$ cat src/dmr36_pkg.sv
// mode register bank constants and carriers for addresses 03h..06h
// assumes a command decoder upstream that delivers decoded mode register write/read strobes
package dmr36_pkg;

    localparam logic [5:0] ADDR_IO_CFG = 6'h03;
    localparam logic [5:0] ADDR_REFRESH = 6'h04;
    localparam logic [5:0] ADDR_MAKER = 6'h05;
    localparam logic [5:0] ADDR_REVISION = 6'h06;

    // io_drive_and_inversion_config field positions
    localparam int IO_PULLUP_BIT = 0;
    localparam int IO_POSTAMBLE_BIT = 1;
    localparam int IO_PROTECT_BIT = 2;
    localparam int IO_PULLDOWN_LSB = 3;
    localparam int IO_RD_INV_BIT = 6;
    localparam int IO_WR_INV_BIT = 7;

    // refresh_rate_and_thermal field positions
    localparam int RF_RATE_LSB = 0;
    localparam int RF_SRA_BIT = 3;
    localparam int RF_ENTRY_BIT = 4;
    localparam int RF_OFFSET_LSB = 5;
    localparam int RF_FLAG_BIT = 7;
    localparam logic [7:0] RF_WRITE_MASK = 8'h78;

    // reset values and reserved, future-use and derated codes
    localparam logic PULLUP_RESET = 1'b1;
    localparam logic POSTAMBLE_RESET = 1'b0;
    localparam logic [2:0] PULLDOWN_RESET = 3'h6;
    localparam logic [2:0] PULLDOWN_FUTURE = 3'h0;
    localparam logic [2:0] PULLDOWN_RESERVED = 3'h7;
    localparam logic [2:0] RATE_RESET = 3'h3;
    localparam logic [2:0] RATE_DERATED = 3'h6;
    localparam logic [1:0] OFFSET_RESERVED = 2'h3;

    typedef struct packed {
        logic write_inversion_en;
        logic read_inversion_en;
        logic [2:0] pulldown_strength;
        logic repair_protect;
        logic write_postamble_len;
        logic pullup_cal_point;
    } dmr36_io_cfg_t;

    typedef struct packed {
        logic wr;
        logic rd;
        logic [5:0] addr;
        logic [7:0] data;
    } dmr36_cmd_t;

endpackage

$ cat src/dmr36_mode_regs.sv
// mode register bank, addresses 03h to 06h, of one channel of a low-power dram die
// assumes commands arrive already decoded and synchronous to the dram clock;
// set-point selects come from the set-point control register elsewhere.
// Notes on behaviour
// - address 03h decodes to io config, 04h to refresh and thermal register
// - postamble bit: 0 gives half clock by default, 1 gives 1.5 clock
// - repair protection defaults off, is sticky once set, cleared only by power-on reset
// - while repair protection is on, writes of 1 to repair entry are refused
// - pull-down strength codes 001..110 select divide ratio, default 110
// - read and write inversion enables default off, enabled by 1
// - writes and reads of 03h reach only the write-set-point copy, except the repair protect bit, which is shared
// - device operates only from the operating-set-point copy
// - refresh-rate field reports required rate, default 011
// - refresh-rate bit 2 follows the above-85-degree indication
// - report code 110 whenever derating is needed
// - update flag sets on rate change since last read; read of 04h clears it
// - update flag is 0 at power-up
// - writes to 04h store only bits 6..3
// - self-refresh abort enable defaults off, exists only on dense dies
// - writing 1 to repair entry enters repair mode, 0 exits; default 0
// - thermal offset 00 none, 01 five, 10 ten degrees, 11 reserved
// - address 05h returns read-only maker identification
// - address 06h returns read-only first revision identifier
`timescale 1ns/1ps
`default_nettype none

module dmr36_mode_regs #(
    parameter logic [7:0] MAKER_ID = 8'h5a, // arbitrary value
    parameter logic [7:0] REVISION_ID = 8'ha5, // arbitrary value
    parameter bit HAS_SELF_REFRESH_ABORT_EN = 1'b1
) (
    input wire logic i_ref_clk,
    input wire logic i_rst,
    input wire dmr36_pkg::dmr36_cmd_t i_cmd,
    input wire logic i_write_set_point_sel,
    input wire logic i_operating_set_point_sel,
    input wire logic [2:0] i_sensor_rate,
    output logic o_rd_valid,
    output logic [7:0] o_rd_data,
    output dmr36_pkg::dmr36_io_cfg_t o_io_cfg,
    output logic [2:0] o_refresh_rate,
    output logic o_self_refresh_abort_en,
    output logic o_repair_mode_entry,
    output logic [1:0] o_thermal_offset,
    output logic o_temp_update_flag
);

    // ----------------------------------------------------------------
    // decode
    // ----------------------------------------------------------------
    wire logic hit_io = i_cmd.addr == dmr36_pkg::ADDR_IO_CFG;
    wire logic hit_rf = i_cmd.addr == dmr36_pkg::ADDR_REFRESH;
    wire logic wr_io = i_cmd.wr && hit_io;
    wire logic wr_rf = i_cmd.wr && hit_rf;
    wire logic rd_rf = i_cmd.rd && hit_rf;

    // ----------------------------------------------------------------
    // io config, two set-point copies
    // ----------------------------------------------------------------
    // reset image of one copy; a constant, so the async reset loads no logic
    localparam dmr36_pkg::dmr36_io_cfg_t RESET_CFG = '{write_inversion_en: 1'b0,
                                                      read_inversion_en: 1'b0,
                                                      pulldown_strength: dmr36_pkg::PULLDOWN_RESET,
                                                      repair_protect: 1'b0,
                                                      write_postamble_len: dmr36_pkg::POSTAMBLE_RESET,
                                                      pullup_cal_point: dmr36_pkg::PULLUP_RESET};

    dmr36_pkg::dmr36_io_cfg_t copy_q [2];
    dmr36_pkg::dmr36_io_cfg_t wr_cfg;
    logic protect_q;

    // ----------------------------------------------------------------
    // write operand of 03h
    // ----------------------------------------------------------------

    // future-use and reserved strength codes keep the previous value
    wire logic [2:0] wr_pd = i_cmd.data[dmr36_pkg::IO_PULLDOWN_LSB +: 3];
    wire logic pd_bad = (wr_pd == dmr36_pkg::PULLDOWN_FUTURE) || (wr_pd == dmr36_pkg::PULLDOWN_RESERVED);
    wire dmr36_pkg::dmr36_io_cfg_t cur_wr_copy = copy_q[i_write_set_point_sel];
    assign wr_cfg.write_inversion_en = i_cmd.data[dmr36_pkg::IO_WR_INV_BIT];
    assign wr_cfg.read_inversion_en = i_cmd.data[dmr36_pkg::IO_RD_INV_BIT];
    assign wr_cfg.pulldown_strength = pd_bad ? cur_wr_copy.pulldown_strength : wr_pd;
    assign wr_cfg.repair_protect = i_cmd.data[dmr36_pkg::IO_PROTECT_BIT];
    assign wr_cfg.write_postamble_len = i_cmd.data[dmr36_pkg::IO_POSTAMBLE_BIT];
    assign wr_cfg.pullup_cal_point = i_cmd.data[dmr36_pkg::IO_PULLUP_BIT];

    // ----------------------------------------------------------------
    // set-point copy storage
    // ----------------------------------------------------------------
    // a write lands only in the copy named by the write select, so the
    // inactive set point can be prepared while the other one runs
    wire logic load_sp0 = wr_io && !i_write_set_point_sel;
    wire logic load_sp1 = wr_io && i_write_set_point_sel;

    dmr36_field_reg #(
        .WIDTH(8),
        .RESET_VALUE(RESET_CFG)
    ) copy_sp0_i (
        .i_ref_clk(i_ref_clk),
        .i_rst(i_rst),
        .i_load(load_sp0),
        .i_d(wr_cfg),
        .o_q(copy_q[0])
    );

    dmr36_field_reg #(
        .WIDTH(8),
        .RESET_VALUE(RESET_CFG)
    ) copy_sp1_i (
        .i_ref_clk(i_ref_clk),
        .i_rst(i_rst),
        .i_load(load_sp1),
        .i_d(wr_cfg),
        .o_q(copy_q[1])
    );

    // ----------------------------------------------------------------
    // sticky repair protection
    // ----------------------------------------------------------------
    // protection is one physical sticky bit shared by both copies; no write
    // path can load a zero, only the reset clears it
    wire logic protect_load = wr_io && wr_cfg.repair_protect;

    dmr36_field_reg #(
        .WIDTH(1),
        .RESET_VALUE(1'b0)
    ) protect_reg_i (
        .i_ref_clk(i_ref_clk),
        .i_rst(i_rst),
        .i_load(protect_load),
        .i_d(1'b1),
        .o_q(protect_q)
    );

    // ----------------------------------------------------------------
    // operating copy
    // ----------------------------------------------------------------
    // the operating select switches the outputs at once; the copy the
    // write select names may differ, which is the point of two copies

    dmr36_pkg::dmr36_io_cfg_t op_cfg;
    always_comb begin
        op_cfg = copy_q[i_operating_set_point_sel];
        op_cfg.repair_protect = protect_q;
    end

    // ----------------------------------------------------------------
    // refresh and thermal register
    // ----------------------------------------------------------------
    logic [2:0] rate_q;
    logic sra_q;
    logic entry_q;
    logic [1:0] offset_q;
    logic flag_q;

    wire logic wr_entry = i_cmd.data[dmr36_pkg::RF_ENTRY_BIT];
    wire logic [1:0] wr_offset = i_cmd.data[dmr36_pkg::RF_OFFSET_LSB +: 2];
    wire logic entry_refused = wr_entry && protect_q;
    wire logic rate_changed = i_sensor_rate != rate_q;

    // ----------------------------------------------------------------
    // refresh rate and update flag
    // ----------------------------------------------------------------
    // the sensor code is taken every cycle; it is already the coded rate,
    // so bit 2 and the derated code pass straight through
    dmr36_field_reg #(
        .WIDTH(3),
        .RESET_VALUE(dmr36_pkg::RATE_RESET)
    ) rate_reg_i (
        .i_ref_clk(i_ref_clk),
        .i_rst(i_rst),
        .i_load(1'b1),
        .i_d(i_sensor_rate),
        .o_q(rate_q)
    );

    // a rate change in the same cycle as a read of 04h wins over the clear,
    // so a change is never lost between two polls
    wire logic flag_set = rate_changed;
    wire logic flag_clear = rd_rf;
    wire logic flag_load = flag_set || flag_clear;

    // the flag starts cleared; the rate itself only has a safe default
    dmr36_field_reg #(
        .WIDTH(1),
        .RESET_VALUE(1'b0)
    ) flag_reg_i (
        .i_ref_clk(i_ref_clk),
        .i_rst(i_rst),
        .i_load(flag_load),
        .i_d(flag_set),
        .o_q(flag_q)
    );

    // ----------------------------------------------------------------
    // writable controls of 04h
    // ----------------------------------------------------------------
    // only bits 6..3 are stored; refresh-rate and flag bits are ignored
    wire logic sra_wr = HAS_SELF_REFRESH_ABORT_EN && i_cmd.data[dmr36_pkg::RF_SRA_BIT];
    wire logic entry_load = wr_rf && !entry_refused;
    wire logic offset_ok = wr_offset != dmr36_pkg::OFFSET_RESERVED;
    wire logic offset_load = wr_rf && offset_ok;

    dmr36_field_reg #(
        .WIDTH(1),
        .RESET_VALUE(1'b0)
    ) sra_reg_i (
        .i_ref_clk(i_ref_clk),
        .i_rst(i_rst),
        .i_load(wr_rf),
        .i_d(sra_wr),
        .o_q(sra_q)
    );

    // a refused entry keeps the old state, a write of 0 still exits
    dmr36_field_reg #(
        .WIDTH(1),
        .RESET_VALUE(1'b0)
    ) entry_reg_i (
        .i_ref_clk(i_ref_clk),
        .i_rst(i_rst),
        .i_load(entry_load),
        .i_d(wr_entry),
        .o_q(entry_q)
    );

    // the reserved offset code is refused rather than stored
    dmr36_field_reg #(
        .WIDTH(2),
        .RESET_VALUE(2'h0)
    ) offset_reg_i (
        .i_ref_clk(i_ref_clk),
        .i_rst(i_rst),
        .i_load(offset_load),
        .i_d(wr_offset),
        .o_q(offset_q)
    );

    // ----------------------------------------------------------------
    // identification
    // ----------------------------------------------------------------
    wire logic [7:0] maker_word = MAKER_ID;
    wire logic [7:0] revision_word = REVISION_ID;

    // ----------------------------------------------------------------
    // read path
    // ----------------------------------------------------------------
    wire logic [7:0] rf_word = {flag_q, offset_q, entry_q, sra_q, rate_q};
    wire logic [7:0] io_word = {cur_wr_copy[7:3], protect_q, cur_wr_copy[1:0]};
    logic [7:0] rd_mux;
    always_comb begin
        case (i_cmd.addr)
            dmr36_pkg::ADDR_IO_CFG: rd_mux = io_word;
            dmr36_pkg::ADDR_REFRESH: rd_mux = rf_word;
            dmr36_pkg::ADDR_MAKER: rd_mux = maker_word;
            dmr36_pkg::ADDR_REVISION: rd_mux = revision_word;
            default: rd_mux = 8'h00;
        endcase
    end

    logic rd_valid_q;
    logic [7:0] rd_data_q;

    // the answer pulse follows every read strobe, mapped or not, so the
    // controller never waits on an unmapped address
    dmr36_field_reg #(
        .WIDTH(1),
        .RESET_VALUE(1'b0)
    ) rd_valid_reg_i (
        .i_ref_clk(i_ref_clk),
        .i_rst(i_rst),
        .i_load(1'b1),
        .i_d(i_cmd.rd),
        .o_q(rd_valid_q)
    );

    // read data holds until the next read
    dmr36_field_reg #(
        .WIDTH(8),
        .RESET_VALUE(8'h00)
    ) rd_data_reg_i (
        .i_ref_clk(i_ref_clk),
        .i_rst(i_rst),
        .i_load(i_cmd.rd),
        .i_d(rd_mux),
        .o_q(rd_data_q)
    );

    // ----------------------------------------------------------------
    // outputs
    // ----------------------------------------------------------------
    assign o_rd_valid = rd_valid_q;
    assign o_rd_data = rd_data_q;
    assign o_io_cfg = op_cfg;
    assign o_refresh_rate = rate_q;
    assign o_self_refresh_abort_en = sra_q;
    assign o_repair_mode_entry = entry_q;
    assign o_thermal_offset = offset_q;
    assign o_temp_update_flag = flag_q;

endmodule

// ----------------------------------------------------------------
// loadable field register
// ----------------------------------------------------------------
// one field of the bank: loads on request, otherwise holds; the reset
// value is a parameter so every field keeps its own default
module dmr36_field_reg #(
    parameter int WIDTH = 1,
    parameter logic [WIDTH-1:0] RESET_VALUE = '0
) (
    input wire logic i_ref_clk,
    input wire logic i_rst,
    input wire logic i_load,
    input wire logic [WIDTH-1:0] i_d,
    output logic [WIDTH-1:0] o_q
);

    logic [WIDTH-1:0] field_q;

    always_ff @(posedge i_ref_clk or posedge i_rst) begin
        if (i_rst) begin
            field_q <= RESET_VALUE;
        end else if (i_load) begin
            field_q <= i_d;
        end
    end

    assign o_q = field_q;

endmodule

`default_nettype wire

$ cat config.mk
export PLATFORM = sky130hd
export DESIGN_NAME = dmr36_mode_regs
export DESIGN_NICKNAME = d
export VERILOG_FILES = /design/src/dmr36_pkg.sv /design/src/dmr36_mode_regs.sv
export SDC_FILE = /design/constraint.sdc
export NUM_CORES = 1
export LEC_CHECK = 0
export BUFFER_PORTS_ARGS = -buffer_cell sky130_fd_sc_hd__buf_2
export CORE_ASPECT_RATIO = 1.2
export CORE_UTILIZATION = 51
export DETAILED_ROUTE_END_ITERATION = 6
export PLACE_DENSITY = 0.85
export SLEW_MARGIN = 15
export SYNTH_ARGS = -nofsm -noshare
export SYNTH_HDL_FRONTEND = slang
export SYNTH_SLANG_ARGS = --single-unit
$ cat constraint.sdc
create_clock -name i_ref_clk -period 1.15 [get_ports i_ref_clk]
set_input_delay 0.23 -clock i_ref_clk [delete_from_list [all_inputs] [get_ports i_ref_clk]]
set_output_delay 0.23 -clock i_ref_clk [all_outputs]
set_load 0.1 [all_outputs]
==> qor.yml <==
outcome: "complete, but fails checks"
violations: "negative setup slack"
dieArea_sq_mm: 0.00349
ir_drop_v: 0.00112
netlist_area_sq_mm: 0.00166
holdWs_ns: 0.00591
arrival_ns: 1.25
ys_ff_latch: 32
post-route-period-util_pct: 129
criticalPathCategory: "reg2out"
cts_tree: "built"
stdcell_count: 279
met2_length_um: 3610
clkTransAtPathRegs_ns: 0.11
clock_latency_ns: 0.36
cts_sinks: 32
top_layer: "met4"
syn_inst: 151
cts_buffers: 5
cts_max_level: 2
overflow: 0
fin_ws_ns: -0.330
std_cell_rows: 22
synth_ff_type: "dfrtp_1"
hold_violations: 0
ioPinCount: 48
min_to: "rate_reg_i.o_q[1]"
avgSynthCellArea_sq_um: 11.0
place_congestion: 0.883
slowest_delay_ns: 0.41
crit_required_ns: 0.92
cts_buffer_depth: 2
whs_path_depth: 1
portBuffers: 47
p_leak_uw: 0.00131
synthAdderAreaFrac_pct: 0
critPathSlowestCell: "dfrtp_1"
reg2reg_slack_ns: -0.18
post_drt_wl_per_cell_um: 26.1
grt_pass1_vias: 1737
core_area_sq_mm: 0.00308
drtIter0Drc: 147
globalRouteTotalUtil_pct: 36.2
antenna_found_initial: 0
postSynth.asyncResetShare_pct: 100
synth_top_cell_by_area: "dfrtp_1"
synth_compound_area_share_pct: 14.2
crit_path_end_kind: "output pin"
dr.pass1.iters: 7
skew_ns: 0.0150
powerDensity_mw_per_mm2: 1160
maxCapViolCount: 0
synth_xor_area_share_pct: 1.58
vias_per_cell: 6.47
synth_top_family_by_area: "multiplexers"
ant_nets: 0
crit_chain: "mux2_4 > buf_12"
area.growth.synth_to_final_pct: 75.4
post_synth_num_cell_types: 30
grt_pass1_wl_um: 8560
synth_warnings: 0
die_w_um: 54.1
n_fill_cell: 79
cts-root-buf: "clkbuf_4"
min_period_ns: 1.48
wl_met3_um: 667
rsz0062_at_grt: "true"
vias: 1806
synth.cells.most_frequent: "dfrtp_1 (24), o21ai_0 (21), inv_1 (12)"
synthSimpleGateAreaFrac_pct: 13.3
crit_start: "copy_sp0_i.o_q[3]"
dp_cells: 247
regToRegStartpoint: "rate_reg_i.o_q[1]"
post-synth-top-count-cell: "dfrtp_1"
antenna_cells: 0
synth_fp_nets: 174
synthTopCellsByArea: "dfrtp_1 (36%), dfstp_2 (13%), mux2_4 (7.2%)"
hold_class: "in2reg"
ff2ff_path_depth: 3
drv_slew: 0
grt_max_degree: 33
wl_met1_um: 2280
cp_max_fo: 2
synthMuxAreaShare_pct: 16.2
slew_headroom_pct: 71.6
tightest_slew_ns: 0.425
drt-total-wl_um: 7290
dp_hpwl_um: 3280
synth_top_area_share_pct: 36.2
die_height_um: 64.5
seq_area_frac_synth_pct: 48.9
nets: 265
worstReg2RegEnd: "flag_reg_i.o_q"
synth_edf_count: 0
drc: 0
start_kind: "flip-flop"
final_layout_size_suffix_gt1_share_pct: 66.7
fmax_ghz: 0.676
setup_viol: 39
initial_core_util_pct: 53.8
worstHoldStart: "i_sensor_rate[1]"
area by class of cell:
cell class	instances	area [sq um]	area share, %
repair buffers	91	1000	34.4
multi-input cells	100	915	31.4
flip-flops and latches	32	837	28.8
clock buffers	8	68.8	2.36
inverters	12	45.0	1.55
well taps	36	45.0	1.55
how the worst max path moves through the flow:
stage	cells after the start	to
finish	2	o_io_cfg[3]
floorplan	2	flag_reg_i.o_q
global placement	4	copy_sp0_i.o_q[1]
global route	2	o_io_cfg[3]
detailed placement	4	copy_sp0_i.o_q[6]
CTS	2	o_io_cfg[5]
timing repair:
item	in CTS	in global routing
pin swaps	9	19
hold buffers	1	1
endpoints found under the hold margin	24	1
buffers inserted	20	11
setup endpoints to repair	33	41
cloned	0	0
resized for setup	35	40
per-layer routing:
metal | up-vias | track usage, %
li1 | 718 | -
met1 | 854 | 39.1
met2 | 169 | 58.8
met3 | 65 | 9.62
met4 | 0 | 25.6
met5 | - | 0
flip-flops by register name, summed over array words and instances (netlist names):
name	count
copy_sp0_i.o_q	7
copy_sp1_i.o_q	7
entry_reg_i.o_q	1
flag_reg_i.o_q	1
offset_reg_i.o_q	2
protect_reg_i.o_q	1
rate_reg_i.o_q	3
rd_data_reg_i.o_q	8
rd_valid_reg_i.o_q	1
sra_reg_i.o_q	1
layout by cell type (no fill, tap or decap), drive strengths merged:
cell type | synthesis | final
a2111o | 1 | 1
a21boi | 1 | 1
a21oi | 3 | 3
a41o | 1 | 1
a41oi | 1 | 1
and3b | 1 | 1
buf | 5 | 89
clkbuf | 2 | 8
dfrtp | 24 | 24
dfstp | 8 | 8
dlygate4sd3 | 0 | 2
inv | 12 | 12
mux2 | 15 | 15
mux2i | 7 | 7
nand2 | 7 | 7
nand2b | 2 | 2
nand3 | 10 | 10
nand3b | 1 | 1
nand4 | 1 | 1
nand4b | 1 | 1
nor2 | 11 | 11
nor3 | 1 | 1
nor3b | 1 | 1
o21a | 1 | 1
o21ai | 21 | 21
o22a | 2 | 2
o22ai | 7 | 7
o2bb2ai | 1 | 1
xor2 | 3 | 3
report_power, final:
group / switching, uW / leakage [uW] / internal, uW
combinational: 773 / 0.000892 / 532
clock: 424 / 0.0000386 / 359
sequential: 75.1 / 0.000381 / 1220
cells by family (layout without fill, tap and decap cells):
| logic type | after synthesis | after routing |
|---|---|---|
| XOR/XNOR | 3 | 3 |
| multiplexers | 22 | 22 |
| AO/OA/AOI/OAI | 39 | 39 |
| flip-flops | 32 | 32 |
| AND/OR/NAND/NOR | 36 | 36 |
| buffers and inverters | 19 | 111 |
critical path: cells and delay by family, from the launching register on:
| kind | cells | cell delay (ns) |
|---|---|---|
| mux | 1 | 0.31 |
| flops | 1 | 0.41 |
| buf+inv | 1 | 0.17 |
through the flow:
stage	cell area [sq um]	setup TNS, ns	worst slack, ns	util, %	total power [uW]
6_report	2910	-5.24	-0.330	94.4	3380
5_1_grt	2910	-6.14	-0.344	94.4	3460
4_1_cts	2770	-4.22	-0.285	89.7	3190
3_5_place_dp	2430	-6.46	-0.282	78.8	2320
3_3_place_gp	2430	-4.71	-0.225	78.8	2290
2_1_floorplan	1730	-1.15	-0.187	-	1940
Power figures use the tool's default switching activity.
